--- config.mk ---
export PLATFORM = sky130hd
export DESIGN_NAME = clock_word_decoder_flat
export DESIGN_NICKNAME = d
export VERILOG_FILES = /design/src/design/clkgen_pkg.sv /design/src/design/clkgen_if.sv /design/src/design/clock_word_decoder.sv /design/src/flat_wrapper.sv
export SDC_FILE = /design/constraint.sdc
export NUM_CORES = 1
export LEC_CHECK = 0
export BUFFER_PORTS_ARGS = -buffer_cell sky130_fd_sc_hd__buf_4
export CAP_MARGIN = 20
export CORE_UTILIZATION = 35
export CTS_CLUSTER_DIAMETER = 40
export DETAILED_ROUTE_END_ITERATION = 12
export GPL_ROUTABILITY_DRIVEN = 0
export PLACE_DENSITY = 0.66
export SLEW_MARGIN = 20
export SYNTH_ARGS = -nofsm -noshare
export SYNTH_HDL_FRONTEND = slang
export SYNTH_SLANG_ARGS = --single-unit
export TNS_END_PERCENT = 5
--- constraint.sdc ---
create_clock -name CLK -period 7.8 [get_ports CLK]
set_input_delay 1.56 -clock CLK [delete_from_list [all_inputs] [get_ports CLK]]
set_output_delay 1.56 -clock CLK [all_outputs]
set_load 0.05 [all_outputs]
--- src/design/clkgen_pkg.sv ---
// shared constants, field layouts and types of the dual clock word decoder
package clkgen_pkg;
    localparam int WORD_W  = 21;
    localparam int IDX_W   = 4;
    localparam int NFLD_W  = 7;
    localparam int RFLD_W  = 3;
    localparam int MFLD_W  = 7;
    localparam int IDX_LSB = 17;
    localparam int N_LSB   = 10;
    localparam int R_LSB   = 7;
    localparam int M_LSB   = 0;

    localparam logic [7:0] N_OFFSET  = 8'h03;
    localparam logic [7:0] M_OFFSET  = 8'h02;
    localparam logic [2:0] PRESCALE_LO = 3'h2;
    localparam logic [2:0] PRESCALE_HI = 3'h4;

    localparam logic [3:0] IDX_PIX_OFF      = 4'he;
    localparam logic [3:0] IDX_PIX_FROM_MEM = 4'hf;

    localparam logic [2:0] ADDR_PIX0     = 3'h0;
    localparam logic [2:0] ADDR_PIX1     = 3'h1;
    localparam logic [2:0] ADDR_PIX2     = 3'h2;
    localparam logic [2:0] ADDR_MEM      = 3'h3;
    localparam logic [2:0] ADDR_STBY_DIV = 3'h4;
    localparam logic [2:0] ADDR_OPTION   = 3'h6;

    localparam int OPT_STBY_MODE_BIT = 20;
    localparam int OPT_PRESCALE_LSB  = 12;

    localparam logic [20:0] OPTION_RESET    = 21'h010000;
    localparam logic [20:0] FREQ_WORD_RESET = 21'h000000;
    localparam logic [3:0]  STBY_DIV_RESET  = 4'h8;
    localparam logic [4:0]  STBY_HALF_BASE  = 5'h11;

    localparam logic [31:0] VCO_MIN_KHZ = 32'd50000;
    localparam logic [31:0] VCO_MAX_KHZ = 32'd120000;

    typedef struct packed {
        logic [3:0] index;
        logic [7:0] n_eff;
        logic [7:0] m_eff;
        logic [2:0] prescale;
        logic [7:0] divisor;
    } decode_t;

    typedef enum logic [4:0] {
        PIX_OWN  = 5'h01,
        PIX_OFF  = 5'h02,
        PIX_MEM  = 5'h04,
        PIX_HIGH = 5'h08,
        PIX_STOP = 5'h10
    } pix_src_t;

    typedef enum logic [2:0] {
        MEM_VCO  = 3'h1,
        MEM_SLOW = 3'h2,
        MEM_STOP = 3'h4
    } mem_src_t;

    typedef enum logic [2:0] {
        ST_RUN  = 3'h1,
        ST_SLOW = 3'h2,
        ST_DEEP = 3'h4
    } stby_t;

    function automatic decode_t decode_word(input logic [20:0] w,
                                            input logic        ps);
        decode_t d;
        d.index    = w[IDX_LSB +: IDX_W];
        d.n_eff    = {1'b0, w[N_LSB +: NFLD_W]} + N_OFFSET;
        d.m_eff    = {1'b0, w[M_LSB +: MFLD_W]} + M_OFFSET;
        d.prescale = ps ? PRESCALE_HI : PRESCALE_LO;
        d.divisor  = 8'h01 << w[R_LSB +: RFLD_W];
        return d;
    endfunction : decode_word
endpackage : clkgen_pkg

--- src/design/clkgen_if.sv ---
// link between the graphics controller and the clock word decoder
`timescale 1ns/1ns
interface clkgen_if;
    logic        load_valid;
    logic [2:0]  load_addr;
    logic [20:0] load_data;
    logic [1:0]  sel;
    logic        standby_request_n;

    modport device (
        input load_valid,
        input load_addr,
        input load_data,
        input sel,
        input standby_request_n
    );
    modport host (
        output load_valid,
        output load_addr,
        output load_data,
        output sel,
        output standby_request_n
    );
endinterface : clkgen_if

--- src/design/clock_word_decoder.sv ---
// device end: frequency word store, decode and standby control
`timescale 1ns/1ns
module clock_word_decoder (
    input  wire logic                CLK,
    input  wire logic                RST,
    clkgen_if.device                 link,
    output clkgen_pkg::decode_t      PIX_CFG,
    output clkgen_pkg::pix_src_t     PIXEL_CLOCK_OUT_SEL,
    output logic                     PIX_VCO_ON,
    output clkgen_pkg::decode_t      MEM_CFG,
    output clkgen_pkg::mem_src_t     MEM_CLOCK_SEL,
    output logic                     MEM_VCO_ON,
    output logic                     STANDBY_MEMORY_FREQ_CLK,
    output logic                     OSC_ON,
    output clkgen_pkg::stby_t        STANDBY_STATE
);
    logic [20:0]          pix_word_reg [3];
    logic [20:0]          pix_word_next [3];
    logic [20:0]          mem_word_reg;
    logic [20:0]          mem_word_next;
    logic [20:0]          option_word_reg;
    logic [20:0]          option_word_next;
    logic [3:0]           standby_divisor_reg;
    logic [3:0]           standby_divisor_next;
    logic                 pin_meta_reg;
    logic                 pin_sync_reg;
    clkgen_pkg::stby_t    stby_reg;
    clkgen_pkg::stby_t    stby_next;
    logic [4:0]           slow_cnt_reg;
    logic [4:0]           slow_cnt_next;
    logic                 slow_clk_reg;
    logic                 slow_clk_next;
    logic [4:0]           half_count;
    logic [3:0]           div_code;
    logic [1:0]           sel_idx;
    clkgen_pkg::decode_t  pix_dec;
    clkgen_pkg::decode_t  mem_dec;
    clkgen_pkg::decode_t  pix_cfg_reg;
    clkgen_pkg::decode_t  pix_cfg_next;
    clkgen_pkg::decode_t  mem_cfg_reg;
    clkgen_pkg::pix_src_t pix_src_reg;
    clkgen_pkg::pix_src_t pix_src_next;
    clkgen_pkg::mem_src_t mem_src_reg;
    clkgen_pkg::mem_src_t mem_src_next;
    logic                 pix_vco_reg;
    logic                 pix_vco_next;
    logic                 mem_vco_reg;
    logic                 mem_vco_next;
    logic                 osc_reg;
    logic                 osc_next;

    // only three pixel registers exist; select code 3 reuses the last one
    function automatic logic [1:0] pix_slot(input logic [1:0] s);
        return (s == 2'h3) ? 2'h2 : s;
    endfunction : pix_slot

    // register writes; contents survive both standby modes
    always_comb begin
        pix_word_next        = pix_word_reg;
        mem_word_next        = mem_word_reg;
        option_word_next     = option_word_reg;
        standby_divisor_next = standby_divisor_reg;
        if (link.load_valid) begin
            if (link.load_addr == clkgen_pkg::ADDR_PIX0) begin
                pix_word_next[0] = link.load_data;
            end else if (link.load_addr == clkgen_pkg::ADDR_PIX1) begin
                pix_word_next[1] = link.load_data;
            end else if (link.load_addr == clkgen_pkg::ADDR_PIX2) begin
                pix_word_next[2] = link.load_data;
            end else if (link.load_addr == clkgen_pkg::ADDR_MEM) begin
                mem_word_next = link.load_data;
            end else if (link.load_addr == clkgen_pkg::ADDR_STBY_DIV) begin
                standby_divisor_next = link.load_data[3:0];
            end else if (link.load_addr == clkgen_pkg::ADDR_OPTION) begin
                option_word_next = link.load_data;
            end
        end
    end

    always_ff @(posedge CLK or posedge RST) begin
        if (RST) begin
            for (int i = 0; i < 3; i++) begin
                pix_word_reg[i] <= clkgen_pkg::FREQ_WORD_RESET;
            end
            mem_word_reg        <= clkgen_pkg::FREQ_WORD_RESET;
            option_word_reg     <= clkgen_pkg::OPTION_RESET;
            standby_divisor_reg <= clkgen_pkg::STBY_DIV_RESET;
        end else begin
            pix_word_reg        <= pix_word_next;
            mem_word_reg        <= mem_word_next;
            option_word_reg     <= option_word_next;
            standby_divisor_reg <= standby_divisor_next;
        end
    end

    // the pin is driven by the far party and may float up on release
    always_ff @(posedge CLK or posedge RST) begin
        if (RST) begin
            pin_meta_reg <= 1'b1;
            pin_sync_reg <= 1'b1;
        end else begin
            pin_meta_reg <= link.standby_request_n;
            pin_sync_reg <= pin_meta_reg;
        end
    end

    // the mode bit is sampled only on entry, so the controller must set it
    // before the pin goes low
    always_comb begin
        stby_next = stby_reg;
        case (stby_reg)
            clkgen_pkg::ST_RUN: begin
                if (!pin_sync_reg) begin
                    if (option_word_reg[clkgen_pkg::OPT_STBY_MODE_BIT]) begin
                        stby_next = clkgen_pkg::ST_DEEP;
                    end else begin
                        stby_next = clkgen_pkg::ST_SLOW;
                    end
                end
            end
            default: begin
                if (pin_sync_reg) begin
                    stby_next = clkgen_pkg::ST_RUN;
                end
            end
        endcase
    end

    // code 0 is not valid; it falls back to the reset code's divisor
    always_comb begin
        div_code = (standby_divisor_reg == 4'h0) ? clkgen_pkg::STBY_DIV_RESET
                                                 : standby_divisor_reg;
        half_count = clkgen_pkg::STBY_HALF_BASE
                     - {1'b0, div_code};
        slow_cnt_next = 5'h00;
        slow_clk_next = 1'b0;
        if (stby_reg == clkgen_pkg::ST_SLOW) begin
            slow_clk_next = slow_clk_reg;
            if (slow_cnt_reg >= half_count - 5'h01) begin
                slow_cnt_next = 5'h00;
                slow_clk_next = !slow_clk_reg;
            end else begin
                slow_cnt_next = slow_cnt_reg + 5'h01;
            end
        end
    end

    always_ff @(posedge CLK or posedge RST) begin
        if (RST) begin
            stby_reg     <= clkgen_pkg::ST_RUN;
            slow_cnt_reg <= 5'h00;
            slow_clk_reg <= 1'b0;
        end else begin
            stby_reg     <= stby_next;
            slow_cnt_reg <= slow_cnt_next;
            slow_clk_reg <= slow_clk_next;
        end
    end

    // decode and output routing
    always_comb begin
        sel_idx = pix_slot(link.sel);
        pix_dec = clkgen_pkg::decode_word(pix_word_reg[sel_idx],
            option_word_reg[clkgen_pkg::OPT_PRESCALE_LSB +
                            32'(sel_idx)]);
        // no prescale bit exists for the memory word, so it uses factor two
        mem_dec = clkgen_pkg::decode_word(mem_word_reg, 1'b0);
        pix_cfg_next = pix_dec;
        pix_src_next = clkgen_pkg::PIX_OWN;
        pix_vco_next = 1'b1;
        mem_src_next = clkgen_pkg::MEM_VCO;
        mem_vco_next = 1'b1;
        osc_next     = 1'b1;
        if (pix_dec.index == clkgen_pkg::IDX_PIX_OFF) begin
            pix_src_next = clkgen_pkg::PIX_OFF;
        end else if (pix_dec.index == clkgen_pkg::IDX_PIX_FROM_MEM) begin
            pix_src_next          = clkgen_pkg::PIX_MEM;
            pix_vco_next          = 1'b0;
            pix_cfg_next          = mem_dec;
            pix_cfg_next.index    = pix_dec.index;
            pix_cfg_next.divisor  = pix_dec.divisor;
        end
        case (stby_reg)
            clkgen_pkg::ST_SLOW: begin
                pix_src_next = clkgen_pkg::PIX_HIGH;
                pix_vco_next = 1'b0;
                mem_vco_next = 1'b0;
                mem_src_next = clkgen_pkg::MEM_SLOW;
            end
            clkgen_pkg::ST_DEEP: begin
                pix_src_next = clkgen_pkg::PIX_STOP;
                pix_vco_next = 1'b0;
                mem_vco_next = 1'b0;
                mem_src_next = clkgen_pkg::MEM_STOP;
                osc_next     = 1'b0;
            end
            default: begin
            end
        endcase
    end

    always_ff @(posedge CLK or posedge RST) begin
        if (RST) begin
            pix_cfg_reg <= '0;
            mem_cfg_reg <= '0;
            pix_src_reg <= clkgen_pkg::PIX_OWN;
            mem_src_reg <= clkgen_pkg::MEM_VCO;
            pix_vco_reg <= 1'b0;
            mem_vco_reg <= 1'b0;
            osc_reg     <= 1'b1;
        end else begin
            pix_cfg_reg <= pix_cfg_next;
            mem_cfg_reg <= mem_dec;
            pix_src_reg <= pix_src_next;
            mem_src_reg <= mem_src_next;
            pix_vco_reg <= pix_vco_next;
            mem_vco_reg <= mem_vco_next;
            osc_reg     <= osc_next;
        end
    end

    assign PIX_CFG                 = pix_cfg_reg;
    assign PIXEL_CLOCK_OUT_SEL     = pix_src_reg;
    assign PIX_VCO_ON              = pix_vco_reg;
    assign MEM_CFG                 = mem_cfg_reg;
    assign MEM_CLOCK_SEL           = mem_src_reg;
    assign MEM_VCO_ON              = mem_vco_reg;
    assign STANDBY_MEMORY_FREQ_CLK = slow_clk_reg;
    assign OSC_ON                  = osc_reg;
    assign STANDBY_STATE           = stby_reg;
endmodule : clock_word_decoder

--- src/flat_wrapper.sv ---
// flat-port wrapper written by rule: the top's interface ports become plain ports
module clock_word_decoder_flat 
  (CLK, RST, PIX_CFG, PIXEL_CLOCK_OUT_SEL, PIX_VCO_ON, MEM_CFG, MEM_CLOCK_SEL, MEM_VCO_ON, STANDBY_MEMORY_FREQ_CLK, OSC_ON, STANDBY_STATE, link_load_valid, link_load_addr, link_load_data, link_sel, link_standby_request_n);
  clkgen_if link_i ();
  input  wire logic CLK;
  input  wire logic RST;
  output clkgen_pkg::decode_t PIX_CFG;
  output clkgen_pkg::pix_src_t PIXEL_CLOCK_OUT_SEL;
  output logic PIX_VCO_ON;
  output clkgen_pkg::decode_t MEM_CFG;
  output clkgen_pkg::mem_src_t MEM_CLOCK_SEL;
  output logic MEM_VCO_ON;
  output logic STANDBY_MEMORY_FREQ_CLK;
  output logic OSC_ON;
  output clkgen_pkg::stby_t STANDBY_STATE;
  input wire logic [$bits(link_i.load_valid)-1:0] link_load_valid;
  input wire logic [$bits(link_i.load_addr)-1:0] link_load_addr;
  input wire logic [$bits(link_i.load_data)-1:0] link_load_data;
  input wire logic [$bits(link_i.sel)-1:0] link_sel;
  input wire logic [$bits(link_i.standby_request_n)-1:0] link_standby_request_n;
  assign link_i.load_valid = link_load_valid;
  assign link_i.load_addr = link_load_addr;
  assign link_i.load_data = link_load_data;
  assign link_i.sel = link_sel;
  assign link_i.standby_request_n = link_standby_request_n;
  clock_word_decoder u_core (.CLK(CLK), .RST(RST), .link(link_i), .PIX_CFG(PIX_CFG), .PIXEL_CLOCK_OUT_SEL(PIXEL_CLOCK_OUT_SEL), .PIX_VCO_ON(PIX_VCO_ON), .MEM_CFG(MEM_CFG), .MEM_CLOCK_SEL(MEM_CLOCK_SEL), .MEM_VCO_ON(MEM_VCO_ON), .STANDBY_MEMORY_FREQ_CLK(STANDBY_MEMORY_FREQ_CLK), .OSC_ON(OSC_ON), .STANDBY_STATE(STANDBY_STATE));
endmodule
==> run summary <==
Status - finished, final reports clean
Reg power frac - 42.2%
Fin crit share - 46.1%
Mean Syn Cell Area - 13.4 µm²
# port buffers - 103
Layout area overhead - 23.8%
Pwr Density - 329 mW/mm²
Cells after Synth - 519
Main synth FF type - dfrtp_1
Post-cts sizing count - 0
Hpwl dp - 9830 µm
Combinational share of power - 28.9%
Reg2reg start - u_core.pix_word_reg[61]
Htree depth - 4
Drt total wl - 14400 µm
Pint - 1.83 mW
Fin area - 0.00860 mm²
Hold/Removal Path Class - register to register
DR WL/cell - 15.9 µm
Clock power frac - 28.9%
Die footprint - 0.0204 mm²
DRT Pass-1 Iters - 4
Max Root-Sink Buffers - 2
Cell Area, Synth - 0.00694 mm²
Hold-fix buffers, CTS - 0
Psw - 0.998 mW
Clk root buf - clkbuf_16
CTS tree - yes
Core ar. - 0.0195 mm²
Clock buffer count from CTS - 17
Reg2reg end - u_core.PIX_CFG[24]
Vias in the first global route - 4405
CP endpoint kind - register
Initial antenna violation count - 0
Leak Pwr - 4.00 nW
Synth top area share - 59.1%
I/O pins - 107
Total design power - 2.83 mW
Via count - 4248
Nets - 669
Critical Path Sink - u_core.PIX_CFG[24]
Initial Util - 35.7%
Die W - 143 µm
Gr usage total - 15.3%
Final hold viol count - 0
Critical path arrival - 3.91 ns
Synth area leader - dfrtp_1
Startpoint types - primary input
Site row count - 51
Post-place setup slack - 3.73 ns
Unique masters post-synth - 45
Fmax achieved - 278 MHz
Post-route ant nets - 0
Switching share of total power - 35.3%
First-pass GRT wire length - 23300 µm
Worst-Skew Late Latency - 0.43 ns
Clock sink count - 171
DR DRC count - 0
Synth area leaders - dfrtp_1, mux2_2, mux2i_1
Setup-failing EPs final - 0
Setup WS post-layout - 4.21 ns
Least-Margin Pin Slew - 1.03 ns
EDFF count, synth - 0
WS Path Type - primary input to register
CP startpoint - link_sel[1]
Fin crit period - 3.59 ns
Most common cell in the netlist - dfrtp_1
Post-DP Area - 0.00802 mm²
Max_slew headroom - 31.4%
Max FO, Critical Path - 32
Synth warnings - 0
Peak VDD IR - 0.000161 V
Max-slew violations - 0
Inserted Diodes - 0
Commonest cells post-synth - dfrtp_1, mux2_2, nor2_1, nand2_1, o21ai_0
R2R cell count - 5
TNS Setup - 0 ns
Sequential element share of the synthesized area - 61.8%
Clock skew - 0.00983 ns
Largest register FFs - 63
Vias/cell - 4.69
Max-Cap Viols - 0
First-iteration detailed-routing DRC count - 335
Layout cell share with drive strength beyond 1 - 39.6%
RSZ-0062 raised after global routing - no
Post-synth ARST share - 100%
Die span in y - 143 µm
Clk slew on worst S/H paths - 0.07 ns
Remaining global-route overflow - 0
Flip-flop and latch count after synthesis - 171
Reg-to-reg slack, setup - 5.46 ns
Post-CTS Setup Bufs - 0
Worst Path Required - 8.11 ns
Largest net degree at the start of global routing - 90
==> worst min-delay path by stage <==
stage,startpoint,end,slack [ns],cells past startpoint
2_1_floorplan,u_core.pin_meta_reg,u_core.pin_sync_reg,0.35,0
5_1_grt,u_core.pin_meta_reg,u_core.pin_sync_reg,0.36,0
3_3_place_gp,u_core.pin_meta_reg,u_core.pin_sync_reg,0.35,0
3_5_place_dp,u_core.pin_meta_reg,u_core.pin_sync_reg,0.35,0
4_1_cts,u_core.pin_meta_reg,u_core.pin_sync_reg,0.36,0
6_report,u_core.pin_meta_reg,u_core.pin_sync_reg,0.36,0
==> cell usage in the layout, fill, tap and decap left out, types with 3 or more instances in the layout <==
| cell type | instances |
|---|---|
| nor2_1 | 33 |
| buf_4 | 107 |
| conb_1 | 5 |
| dfrtp_1 | 164 |
| and3b_1 | 3 |
| nor3b_1 | 3 |
| xor2_1 | 11 |
| nor3_1 | 8 |
| inv_6 | 5 |
| a21oi_1 | 13 |
| ha_1 | 11 |
| inv_1 | 19 |
| mux2i_1 | 20 |
| o21a_1 | 3 |
| clkbuf_16 | 17 |
| nand2b_1 | 3 |
| clkinv_2 | 4 |
| mux2_2 | 99 |
| o21ai_0 | 21 |
| nand2_1 | 29 |
| nand3_1 | 6 |
| xnor2_1 | 11 |
| and3_1 | 4 |
| dfstp_2 | 7 |
==> power by group through the flow <==
stage                     clock network [mW]  logic [mW]  registers (mW)
after floorplan                            0       0.285            1.49
after global placement                     0       0.809            1.20
after detailed placement                   0       0.826            1.21
after CTS                              0.839       0.827            1.19
after global routing                   0.882       0.875            1.21
final                                  0.817       0.818            1.19
==> area by class of cell <==
| cell class | instances | area [µm²] |
|---|---|---|
| clock buffer | 18 | 439 |
| clock inverter | 14 | 138 |
| fill | 1764 | 10900 |
| inverter | 21 | 83.8 |
| multi-input combinational | 309 | 2500 |
| sequential | 171 | 4290 |
| tap | 265 | 332 |
| timing repair buffer | 108 | 815 |
==> critical path: stages <==
cell	delay, ns
buf_4	0.30
inv_2	0.21
mux2i_1	0.19
nor3_1	0.34
and2_1	0.86
mux2_2	0.42
==> layer usage <==
layer	GRT usage [%]	vias to the layer above	wire length [µm]
met5	0	-	0
met2	23.9	100	6810
met1	20.3	2137	6640
met3	4.23	17	729
met4	5.77	0	204
li1	-	1994	-
==> cells by family (layout without fill, tap and decap cells) <==
| kind of cell | Yosys count | count (layout) | share of synthesized area (%) |
|---|---|---|---|
| compound gates | 45 | 45 | 3.69 |
| flops | 171 | 171 | 61.8 |
| xor+xnor | 22 | 22 | 2.78 |
| fa+ha+maj | 11 | 11 | 1.98 |
| other cells | 2 | 5 | 0.108 |
| simple gates | 105 | 105 | 7.46 |
| mux | 121 | 121 | 19.4 |
| buf+inv | 42 | 161 | 2.87 |
==> metrics by stage <==
| stage | utilization [%] | hold slack [ns] | std cells |
|---|---|---|---|
| 2_1_floorplan | - | 0.345 | 522 |
| 3_3_place_gp | 41.2 | 0.346 | 874 |
| 3_5_place_dp | 41.2 | 0.348 | 874 |
| 4_1_cts | 44.2 | 0.359 | 906 |
| 5_1_grt | 44.2 | 0.360 | 906 |
| 6_report | 44.2 | 0.357 | 906 |
No activity file was read; power rests on OpenSTA's default activity.
